[src/shared/lcd_com_pkg.sv]
// Package: register layout, reset values and carriers for the LCD common driver
`default_nettype none
package lcd_com_pkg;

  // ----------------------------------------------------------------
  // Register map
  // ----------------------------------------------------------------
  localparam logic [3:0] addr_lcd_common_driver_control = 4'h0;
  localparam logic [7:0] reset_lcd_common_driver_control = 8'h00;
  localparam logic [7:0] read_unmapped = 8'h00;

  // ----------------------------------------------------------------
  // Field positions
  // ----------------------------------------------------------------
  localparam int pos_unused_bit7 = 7;
  localparam int pos_bias_hi = 6;
  localparam int pos_bias_lo = 5;
  localparam int pos_master_enable = 4;
  localparam int pos_pin_hi = 3;
  localparam int num_common_pins = 4;

  // ----------------------------------------------------------------
  // Bias resistor select codes
  // ----------------------------------------------------------------
  localparam logic [1:0] bias_100k = 2'h0;
  localparam logic [1:0] bias_50k = 2'h1;
  localparam logic [1:0] bias_25k = 2'h2;
  localparam logic [1:0] bias_12k5 = 2'h3;

  // ----------------------------------------------------------------
  // Carriers
  // ----------------------------------------------------------------
  typedef struct packed {
    logic [1:0] bias_current_select;
    logic lcd_master_enable;
    logic [3:0] common_pin_enable;
  } ctrl_fields_s;

  typedef struct packed {
    logic [3:0] addr;
    logic [7:0] wdata;
    logic wr;
    logic rd;
  } reg_req_s;

  typedef struct packed {
    logic bias_path_on;
    logic [3:0] resistor_sel;
    logic [3:0] pad_common_sel;
    logic [3:0] mid_level_req;
  } pad_ctrl_s;

endpackage : lcd_com_pkg
`default_nettype wire

[src/rtl/lcd_pad_decode.sv]
// Pad select and bias decode for the common pins
`timescale 1ns/1ps
`default_nettype none
module lcd_pad_decode
  import lcd_com_pkg::*;
(
  // Register fields
  input wire ctrl_fields_s fields,
  // Decoded pad controls
  output var pad_ctrl_s pads
);

  // ----------------------------------------------------------------
  // One-hot resistor pair decode
  // ----------------------------------------------------------------
  function automatic logic [3:0] resistor_onehot(input logic [1:0] code);
    logic [3:0] r;
    r = 4'h0;
    unique case (code)
      bias_100k: r = 4'h1;
      bias_50k: r = 4'h2;
      bias_25k: r = 4'h4;
      bias_12k5: r = 4'h8;
    endcase
    return r;
  endfunction : resistor_onehot

  // ----------------------------------------------------------------
  // Per-pin routing; port direction control plays no part here
  // ----------------------------------------------------------------
  logic [3:0] common_on;

  genvar i;
  generate
    for (i = 0; i < num_common_pins; i++) begin : g_pin
      assign common_on[i] = fields.lcd_master_enable &
                            fields.common_pin_enable[i]; // see [RULE2]
    end
  endgenerate

  // One writer for the whole carrier keeps every field single-driven
  always_comb begin
    // Bias DC path only while the master enable is on
    pads.bias_path_on = fields.lcd_master_enable; // see [RULE5]
    pads.resistor_sel =
      resistor_onehot(fields.bias_current_select); // see [RULE4]
    pads.pad_common_sel = common_on; // see [RULE2]
    pads.mid_level_req = common_on; // see [RULE11]
  end

endmodule : lcd_pad_decode
`default_nettype wire

[src/rtl/lcd_common_pin_driver_ctrl.sv]
// Control register and pad drive for the software-driven LCD common lines
//
// Notes on behaviour
// [RULE1] Bit 4 is the master on/off of the common driver; 1 enables.
// [RULE2] Pin gives half-supply only when master and its pin enable are 1.
// [RULE3] Common routing needs no port direction setup as output.
// [RULE4] Bits 6:5 pick 100k, 50k, 25k or 12.5k ohm bias resistor pair.
// [RULE5] Master bit on powers the bias DC path; master bit off cuts it.
// [RULE6] Bits 3..0 pick commons 3..0; else port B5, B6, A3, A1 stay.
// [RULE7] Comparator variant: software clears pin select for commons 3, 2.
// [RULE8] Comparator variant: software sets output select for common 1.
// [RULE9] Bit 7 is unimplemented: writes ignored, reads zero.
// [RULE10] Software makes the common waveforms; no hardware frame sequencing.
// [RULE11] Each shared pin gets a pad select and a mid-level drive request.
//
// Implementation choices: the placing of the registers and the strobed register port.
`timescale 1ns/1ps
`default_nettype none
module lcd_common_pin_driver_ctrl
  import lcd_com_pkg::*;
(
  // Clock and reset
  input wire logic mclk,
  input wire logic rst,
  // Register port
  input wire logic [3:0] reg_addr,
  input wire logic [7:0] reg_wdata,
  input wire logic reg_wr,
  input wire logic reg_rd,
  output logic [7:0] reg_rdata,
  // Normal port functions of the shared pins
  input wire logic port_b_bit5_out,
  input wire logic port_b_bit5_oe_n,
  input wire logic port_b_bit6_out,
  input wire logic port_b_bit6_oe_n,
  input wire logic port_a_bit3_out,
  input wire logic port_a_bit3_oe_n,
  input wire logic port_a_bit1_out,
  input wire logic port_a_bit1_oe_n,
  // Pad side
  output logic [3:0] pad_common_sel,
  output logic [3:0] pad_mid_level_req,
  output logic [3:0] pad_out,
  output logic [3:0] pad_oe_n,
  // Bias network
  output logic bias_path_on,
  output logic [3:0] bias_resistor_sel
);

  // ----------------------------------------------------------------
  // State
  // ----------------------------------------------------------------
  typedef struct packed {
    ctrl_fields_s ctrl;
    logic [7:0] rdata;
    pad_ctrl_s pads;
    logic [3:0] pad_out;
    logic [3:0] pad_oe_n;
  } state_s;

  state_s cur;
  state_s next_cur;
  reg_req_s req;
  pad_ctrl_s dec;
  logic [3:0] port_out;
  logic [3:0] port_oe_n;

  // Common index order: 3 = B5, 2 = B6, 1 = A3, 0 = A1
  assign port_out = {port_b_bit5_out, port_b_bit6_out,
                     port_a_bit3_out, port_a_bit1_out}; // see [RULE6]
  assign port_oe_n = {port_b_bit5_oe_n, port_b_bit6_oe_n,
                      port_a_bit3_oe_n, port_a_bit1_oe_n};
  assign req = '{addr: reg_addr, wdata: reg_wdata, wr: reg_wr, rd: reg_rd};

  function automatic logic [7:0] pack_ctrl(input ctrl_fields_s f);
    return {1'b0, f}; // see [RULE9]
  endfunction : pack_ctrl

  // ----------------------------------------------------------------
  // Decode of the stored fields
  // ----------------------------------------------------------------
  lcd_pad_decode u_decode (
    .fields(cur.ctrl),
    .pads(dec)
  );

  // ----------------------------------------------------------------
  // Next state
  // ----------------------------------------------------------------
  always_comb begin
    next_cur = cur;
    next_cur.rdata = 8'h00;
    if (req.wr && req.addr == addr_lcd_common_driver_control) begin
      // Bit 7 is dropped; software alone shapes the waveforms
      next_cur.ctrl.bias_current_select =
        req.wdata[pos_bias_hi:pos_bias_lo]; // see [RULE4]
      next_cur.ctrl.lcd_master_enable =
        req.wdata[pos_master_enable]; // see [RULE1]
      next_cur.ctrl.common_pin_enable =
        req.wdata[pos_pin_hi:0]; // see [RULE6]
    end
    if (req.rd) begin
      if (req.addr == addr_lcd_common_driver_control) begin
        next_cur.rdata = pack_ctrl(cur.ctrl); // see [RULE9]
      end else begin
        next_cur.rdata = read_unmapped;
      end
    end
    // Pads follow the register one cycle later, so every output is a flop
    next_cur.pads = dec; // see [RULE11]
    for (int i = 0; i < num_common_pins; i++) begin
      if (dec.pad_common_sel[i]) begin
        // Driven regardless of port direction; the mid level comes from bias
        next_cur.pad_out[i] = 1'b0; // see [RULE3]
        next_cur.pad_oe_n[i] = 1'b0; // see [RULE3]
      end else begin
        next_cur.pad_out[i] = port_out[i]; // see [RULE2]
        next_cur.pad_oe_n[i] = port_oe_n[i];
      end
    end
  end

  // ----------------------------------------------------------------
  // Registers
  // ----------------------------------------------------------------
  always_ff @(posedge mclk) begin
    if (rst) begin
      cur.ctrl <= ctrl_fields_s'(reset_lcd_common_driver_control[6:0]);
      cur.rdata <= 8'h00;
      cur.pads <= '0;
      cur.pad_out <= 4'h0;
      cur.pad_oe_n <= 4'hF;
    end else begin
      cur <= next_cur;
    end
  end

  assign reg_rdata = cur.rdata;
  assign pad_common_sel = cur.pads.pad_common_sel;
  assign pad_mid_level_req = cur.pads.mid_level_req;
  assign bias_path_on = cur.pads.bias_path_on; // see [RULE5]
  assign bias_resistor_sel = cur.pads.resistor_sel;
  assign pad_out = cur.pad_out;
  assign pad_oe_n = cur.pad_oe_n;

endmodule : lcd_common_pin_driver_ctrl
`default_nettype wire

[config.mk]
export PLATFORM = sky130hd
export DESIGN_NAME = lcd_common_pin_driver_ctrl
export DESIGN_NICKNAME = d
export VERILOG_FILES = /design/src/shared/lcd_com_pkg.sv /design/src/rtl/lcd_pad_decode.sv /design/src/rtl/lcd_common_pin_driver_ctrl.sv
export SDC_FILE = /design/constraint.sdc
export NUM_CORES = 1
export LEC_CHECK = 0
export ABC_CLOCK_PERIOD_IN_PS = 1700
export BUFFER_PORTS_ARGS = -buffer_cell sky130_fd_sc_hd__buf_4
export CAP_MARGIN = 5
export CORE_UTILIZATION = 38
export CTS_CLUSTER_DIAMETER = 30
export DETAILED_ROUTE_END_ITERATION = 7
export GPL_ROUTABILITY_DRIVEN = 1
export PLACE_DENSITY_LB_ADDON = 0.08
export SYNTH_ARGS = -nofsm -noshare
export SYNTH_HDL_FRONTEND = slang
export SYNTH_SLANG_ARGS = --single-unit
[constraint.sdc]
create_clock -name mclk -period 1.7 [get_ports mclk]
set_input_delay 0.17 -clock mclk [delete_from_list [all_inputs] [get_ports mclk]]
set_output_delay 0.17 -clock mclk [all_outputs]
set_load 0.01 [all_outputs]
### Word-level counts from Yosys, hierarchy flattened

Cells that the tools add are included.

| cells by class | value |
|---|---|
| $add $sub $neg | 0 |
| multiply operators | 0 |
| div/mod/pow operators | 0 |
| order comparisons | 0 |
| equal/unequal tests | 3 |
| shifts and indexed selects | 0 |
| multiplexer cells | 5 |
| bitwise operators | 6 |
| reductions and logical operators | 9 |

Operators by type and width:

| cell | number |
|---|---|
| one-hot mux 4 bit (4 select lines) | 1 |
| OR reduction 2 bit | 5 |
| bitwise AND 1 bit | 4 |
| equality test 2 bit (second input constant) | 2 |
| zero test 4 bit | 1 |
| two-way mux 1 bit | 4 |
| OR reduction 3 bit | 1 |
| equality test 2 x 1 -> 1 bit (second input constant) | 1 |
| zero test 2 bit | 1 |
| inverter 1 bit | 2 |
| logical AND 1 bit | 1 |

| storage, ports and cells | value |
|---|---|
| register bits | 32 |
| bits in latches | 0 |
| memory bits (writable) | 0 |
| bits in read-only memories | 0 |
| input port bits | 24 |
| output and inout bits | 29 |
| logic and storage cells | 36 |
| memories | 0 |

### Longest topological paths before layout

Gate-level depths: netlist of the first run.

| logic depth | value |
|---|---|
| depth in word-level cells | 3 |
| gate-level depth with buffers | 4 |
| mapped depth without buffers | 3 |

### By module

From an unflattened synthesis of the first run, not the netlist that was laid out.

| second synthesis, totals | value |
|---|---|
| cell total of the unflattened synthesis | 139 |
| area total of the unflattened synthesis | 1,365.1 sq um |

By module, submodules not included:

| module | times used | cells an instance | area an instance (sq um) | sequential area each (sq um) |
|---|---|---|---|---|
| lcd_common_pin_driver_ctrl | 1 | 126 | 1,276.2 | 700.7 |
| lcd_pad_decode | 1 | 13 | 88.8 | 0.0 |

### Least setup slack after synthesis of the first run

No wires, ideal clock.

| timing path | value |
|---|---|
| path kind | input port to flip-flop |
| start point | input port reg_addr[1] |
| end point | register cur (netlist bit reg_rdata[0]) |
| library setup time | 59 ps |
| arrival time | 1,172 ps |
| data required time | 1,641 ps |
| path slack | 468 ps |
| stages | 4 |
| path buffers | 1 |
| path through | or4_4 buf_6 nor3b_4 and2_1 |

| between the ends | value |
|---|---|
| cells in the longest elaborated chain, start to end | 3 |

RTL lines:

| item | RTL line | source |
|---|---|---|
| start, declared | lcd_common_pin_driver_ctrl.sv:26 | `input wire logic [3:0] reg_addr,` |
| zero test 4 bit | lcd_common_pin_driver_ctrl.sv:103 | `if (req.addr == addr_lcd_common_driver_control) begin` |
| inverter 1 bit (no source line) | -- |  |
| OR reduction 3 bit (no source line) | -- |  |
| end signal, assigned | lcd_common_pin_driver_ctrl.sv:134 | `cur <= next_cur;` |
| end, declared | lcd_common_pin_driver_ctrl.sv:61 | `state_s cur;` |

Every way passes these cells.
A chain may end at the register's enable or synchronous reset.

### Final worst setup path of the first run

| timing path | value |
|---|---|
| start point | input port reg_addr[1] |
| end point | register cur (netlist bit reg_rdata[2]) |

Same word-level chain as after synthesis.

==> reports/qor.yml, run 1 <==
fin_crit_sh: 0.6135
power_density_mw_per_mm2: 863.1
placedCellCount: 169
drv_slew: 0
syn_avg_cell_area_um2: 9.999
antenna_left: 0
synth.area.top_cells: "dfxtp_1, buf_4, and2_1"
drive_above_1_share: 0.4041
layout_commonest_cell: "buf_4"
power.internal_mw: 0.9589
max_cap_viol_count: 0
yosys.area.top_type_share: 0.5216
max_freq_mhz: 958.8
finalNetCount: 169
drt_iter0_markers: 33
start_kind: "input port"
setup_tns_ps: 0
routed_wl_um: 1935
io_pins: 53
post-dp-hpwl_um: 1433
violations: "design-rule violations"
cp.required_ps: 1960
p_switching_mw: 0.2723
synthesis.nets: 143
diodes: 0
yosys_warnings: 0
outcome: "finished, violations left"
setup_viol_count_final: 0
cpMaxStageDelayCell: "or4_4"
vias_per_cell: 4.655
crit_path_max_fanout: 8
initial_core_util: 0.4171
die_h_um: 57.96
swShare: 0.2211
syn_inst: 119
ys_ff_latch: 31
firstDrtPassIters: 8
grt_pass1_wl_um: 3187
rsz0062_at_grt: "false"
track_usage: 0.1310
cts.clk_slew.worst_paths_ps: 90
clock_sinks: 31
critPathMaxStageDelay_ps: 590
yosysUniqueCellTypes: 22
p_seq_frac: 0.605
layout_common_cells: "buf_4, dfxtp_1, and2_1"
wl_per_cell_um: 10.93
synth_top_area_cell: "dfxtp_1"
grt.overflow.total: 0
vdd.ir_drop.worst_uv: 458.4
fp-row-count: 19
gp_congestion: 0.7757
antenna_found_initial: 0
utilization: 0.5000
die_area_mm2: 0.003359
vias: 824
clock_latency_ps: 320
fin_cells: 177
crit_type: "input port to register"
cp-end-kind: "register"
io_buffers: 50
die_w_um: 57.96
cts_tree: "yes"
crit_chain: "buf_4 > or4_4 > nor3b_4 > and2_1"
postCtsResizedCells: 0
root_buffer: "clkbuf_4"
min_path_type: "input port to register"
numCtsBuffers: 5
hold_violations: 0
combinationalPowerShare: 0.077
grt_pass1_vias: 738
area_delta_synth_final_pct: 19.87
arrival_ps: 1310
leakage_nw: 0.6628
ys_seq_area_frac: 0.5216
fin_crit_ps: 1043
fin_area_mm2: 0.001426
htree_levels: 2
dpl_cell_area_mm2: 0.001376
ctsHoldBuffers: 0
clock-skew-final_ps: 8.047
core-area_mm2: 0.002853
drc: 4
grt_max_degree: 21
clockBufferDepth: 2
cts_setup_buffers: 0
syn_area_mm2: 0.001190
clock_power_share: 0.318
[state kept, by name, indices dropped and copies added, names as in the netlist]
signal,count
bias_resistor_sel,4
cur,7
pad_out,4
pad_oe_n,4
pad_mid_level_req,4
bias_path_on,1
reg_rdata,7
[worst paths after layout]
path | end | cells past startpoint | start | slack [ps]
setup / recovery | reg_rdata[2] | 4 | reg_addr[1] | 660
hold / removal | pad_oe_n[1] | 2 | port_a_bit3_oe_n | 40
setup reg to reg | pad_mid_level_req[1] | 2 | cur[33] | 790
hold reg to reg | bias_resistor_sel[2] | 1 | cur[34] | 490
[synthesized netlist by cell type]
master / number
inv_1: 2
conb_1: 1
o21ai_0: 7
nand3_1: 6
nand2b_1: 1
nor2b_1: 1
nor3_1: 2
buf_4: 28
and2_1: 11
or4_4: 1
buf_6: 1
a21o_1: 4
a21oi_1: 6
buf_1: 1
nor3b_4: 1
nand2_1: 4
nor2_1: 3
buf_2: 2
nor4_1: 1
dfxtp_1: 31
nand4b_1: 1
and3b_1: 4
[per-layer routing]
layer / part of all wire / vias up / global-route usage
met3: 0.10 / 5 / 0.06696
met1: 0.42 / 368 / 0.1480
met4: 0.020 / 0 / 0.07143
met2: 0.46 / 38 / 0.2003
met5: 0 / - / 0
li1: - / 413 / -
[stage by stage]
| stage | hold WS, ps | total power [mW] | setup slack (ps) |
|---|---|---|---|
| 3_5_place_dp | 367.8 | 0.8577 | 313.8 |
| 4_1_cts | 26.76 | 1.245 | 648.2 |
| 6_report | 37.59 | 1.231 | 657.0 |
| 3_3_place_gp | 364.2 | 0.8561 | 335.8 |
| 2_1_floorplan | 270.7 | 0.8144 | 468.4 |
| 5_1_grt | 6.743 | 1.307 | 607.3 |
[kinds of logic (layout without fill, tap and decap cells)]
| group | Yosys count | after routing | share of synthesized area |
|---|---|---|---|
| other | 1 | 1 | 0.003152 |
| AND/OR/NAND/NOR | 36 | 36 | 0.1914 |
| flip-flops | 31 | 31 | 0.5216 |
| AO/OA/AOI/OAI | 17 | 17 | 0.07991 |
| buffers and inverters | 34 | 61 | 0.2040 |
[area by class of cell]
cell class	count	area, um^2
Clock buffer	7	45.04
Clock inverter	1	5.005
Fill cell	284	1426
Inverter	2	7.507
Multi-Input combinational cell	54	326.6
Sequential cell	31	620.6
Tap cell	31	38.79
Timing Repair Buffer	51	382.9
[power groups by stage]
stage	Clock (mW)	Sequential (mW)	Combinational, mW
6_report	0.392	0.745	0.0943
2_1_floorplan	0	0.761	0.0538
5_1_grt	0.457	0.747	0.103
4_1_cts	0.404	0.746	0.0957
3_5_place_dp	0	0.762	0.0953
3_3_place_gp	0	0.762	0.0941
[worst max-delay path, delay by kind of cell]
family                 cells  cell delay (ps)
buffers and inverters      1              110
AND/OR/NAND/NOR            3             1020
No activity file was read; power rests on OpenSTA's default activity.
==> run 2, diff against run 1 <==
--- a/config.mk
+++ b/config.mk
@@ -5,7 +5,7 @@
 export SDC_FILE = /design/constraint.sdc
 export NUM_CORES = 1
 export LEC_CHECK = 0
-export ABC_CLOCK_PERIOD_IN_PS = 1700
+export ABC_CLOCK_PERIOD_IN_PS = 1040
 export BUFFER_PORTS_ARGS = -buffer_cell sky130_fd_sc_hd__buf_4
 export CAP_MARGIN = 5
 export CORE_UTILIZATION = 38
==> constraint.sdc (replaced) <==
create_clock -name mclk -period 1.04 [get_ports mclk]
set_input_delay 0.104 -clock mclk [delete_from_list [all_inputs] [get_ports mclk]]
set_output_delay 0.104 -clock mclk [all_outputs]
set_load 0.01 [all_outputs]
==> reports/qor.yml, run 2 (synthesis gave the netlist of run 1 again) <==
outcome: "finished, violations left"
violations: "design-rule violations"
post-dp-hpwl_um: 1487  # +3.8%
max_cap_viol_count: 0  # unchanged
layout_commonest_cell: "buf_4"
core-area_mm2: 0.002853  # unchanged
wl_per_cell_um: 11.16  # +2.1%
cts_tree: "yes"
die_w_um: 57.96  # unchanged
routed_wl_um: 2087  # +7.9%
vias: 860  # +4.4%
cts.clk_slew.worst_paths_ps: 90  # about the same
setup_viol_count_final: 0  # unchanged
area_delta_synth_final_pct: 31.23
clock-skew-final_ps: 10.36  # +2.315 ps
cpMaxStageDelayCell: "or4_4"
clock_sinks: 31  # unchanged
io_buffers: 50  # unchanged
setup_tns_ps: 0  # unchanged
critPathMaxStageDelay_ps: 580  # about the same
grt_pass1_wl_um: 3243  # +1.8%
finalNetCount: 179  # +5.9%
crit_path_max_fanout: 8  # unchanged
fin_crit_sh: 0.9346
gp_congestion: 0.8078  # +4.1%
cp_num_buf_inv: 1  # unchanged
ctsHoldBuffers: 6  # +6
diodes: 0  # unchanged
total_power_mw: 2.369  # +92%
grt_pass1_vias: 775  # +5.0%
grt_max_degree: 21  # unchanged
drt_iter0_markers: 19  # -42%
track_usage: 0.1324  # +0.001436
power_density_mw_per_mm2: 1517  # +76%
root_buffer: "clkbuf_4"
numCtsBuffers: 5  # unchanged
max_freq_mhz: 1029
cp.required_ps: 1300  # -660 ps
vias_per_cell: 4.599  # -1.2%
hold_violations: 0  # unchanged
fp-row-count: 19  # unchanged
clockBufferDepth: 2  # unchanged
die_area_mm2: 0.003359  # unchanged
initial_core_util: 0.4171  # unchanged
crit_type: "input port to register"
fin_ws_ps: 68.00  # -589.0 ps
vdd.ir_drop.worst_uv: 750.9  # +64%
drv_slew: 0  # unchanged
dp_slack_ps: -275.5  # -589.3 ps
fin_crit_ps: 972.0
fin_cells: 187  # +5.6%
arrival_ps: 1240  # -70 ps
layout_common_cells: "buf_4, dfxtp_1, and2_1"
postCtsResizedCells: 0  # unchanged
firstDrtPassIters: 6  # -2
io_pins: 53  # unchanged
htree_levels: 2  # unchanged
fin_area_mm2: 0.001562  # +9.5%
seq_area_um2: 620.6  # unchanged
start_kind: "input port"
dpl_cell_area_mm2: 0.001405  # +2.1%
grt.overflow.total: 0  # unchanged
antenna_found_initial: 0  # unchanged
cts_setup_buffers: 0  # unchanged
clock_latency_ps: 320  # about the same
rsz0062_at_grt: "false"
crit_chain: "buf_4 > or4_4 > nor3b_4 > and2_1"
antenna_left: 0  # unchanged
die_h_um: 57.96  # unchanged
min_path_type: "input port to register"
multi_input_area_um2: 332.8  # +1.9%
cp-end-kind: "register"
drc: 4  # unchanged
leakage_nw: 0.7259  # +9.5%
placedCellCount: 172  # +1.8%
critPathTopFamily: "simple AND/OR/NAND/NOR gates"
fill_cells: 272  # -4.2%
drive_above_1_share: 0.4167  # +0.01256
## run 2: cell type report
cell class,instances,share of cell area
Sequential cell,31,0.3974
Inverter,2,0.004808
Timing Repair Buffer,61,0.3045
Tap cell,31,0.02484
Clock buffer,6,0.03285
Multi-Input combinational cell,54,0.2131
Clock inverter,2,0.02244
## run 2: per-layer routing
layer / track usage / part of all wire
met2: 0.2167 / 0.47
met4: 0.07143 / 0.018
met5: 0 / 0
met1: 0.1455 / 0.42
met3: 0.05580 / 0.092
## run 2: per-stage QoR
stage / hold WS (ps) / utilization
global route: 14.18 / 0.5474
global placement: 298.1 / 0.4925
detailed placement: 301.9 / 0.4925
CTS: 3.966 / 0.5439
floorplan: 204.7 / -
finish: 25.63 / 0.5474
## run 2: where the power goes
part	total (mW)	leakage (nW)	switching (mW)	internal (mW)
logic	0.186	0.425	0.0660	0.120
registers	1.22	0.252	0.00897	1.21
clock network	0.965	0.0482	0.397	0.568
total	2.37	0.726	0.472	1.90
## run 2: final timing paths
kind / from / end / slack (ps) / depth (start not counted)
setup / recovery: reg_addr[1] / reg_rdata[6] / 70 / 4
hold / removal: port_a_bit1_out / pad_out[0] / 30 / 2
setup reg to reg: cur[33] / pad_mid_level_req[1] / 90 / 2
hold reg to reg: cur[35] / bias_resistor_sel[1] / 490 / 1
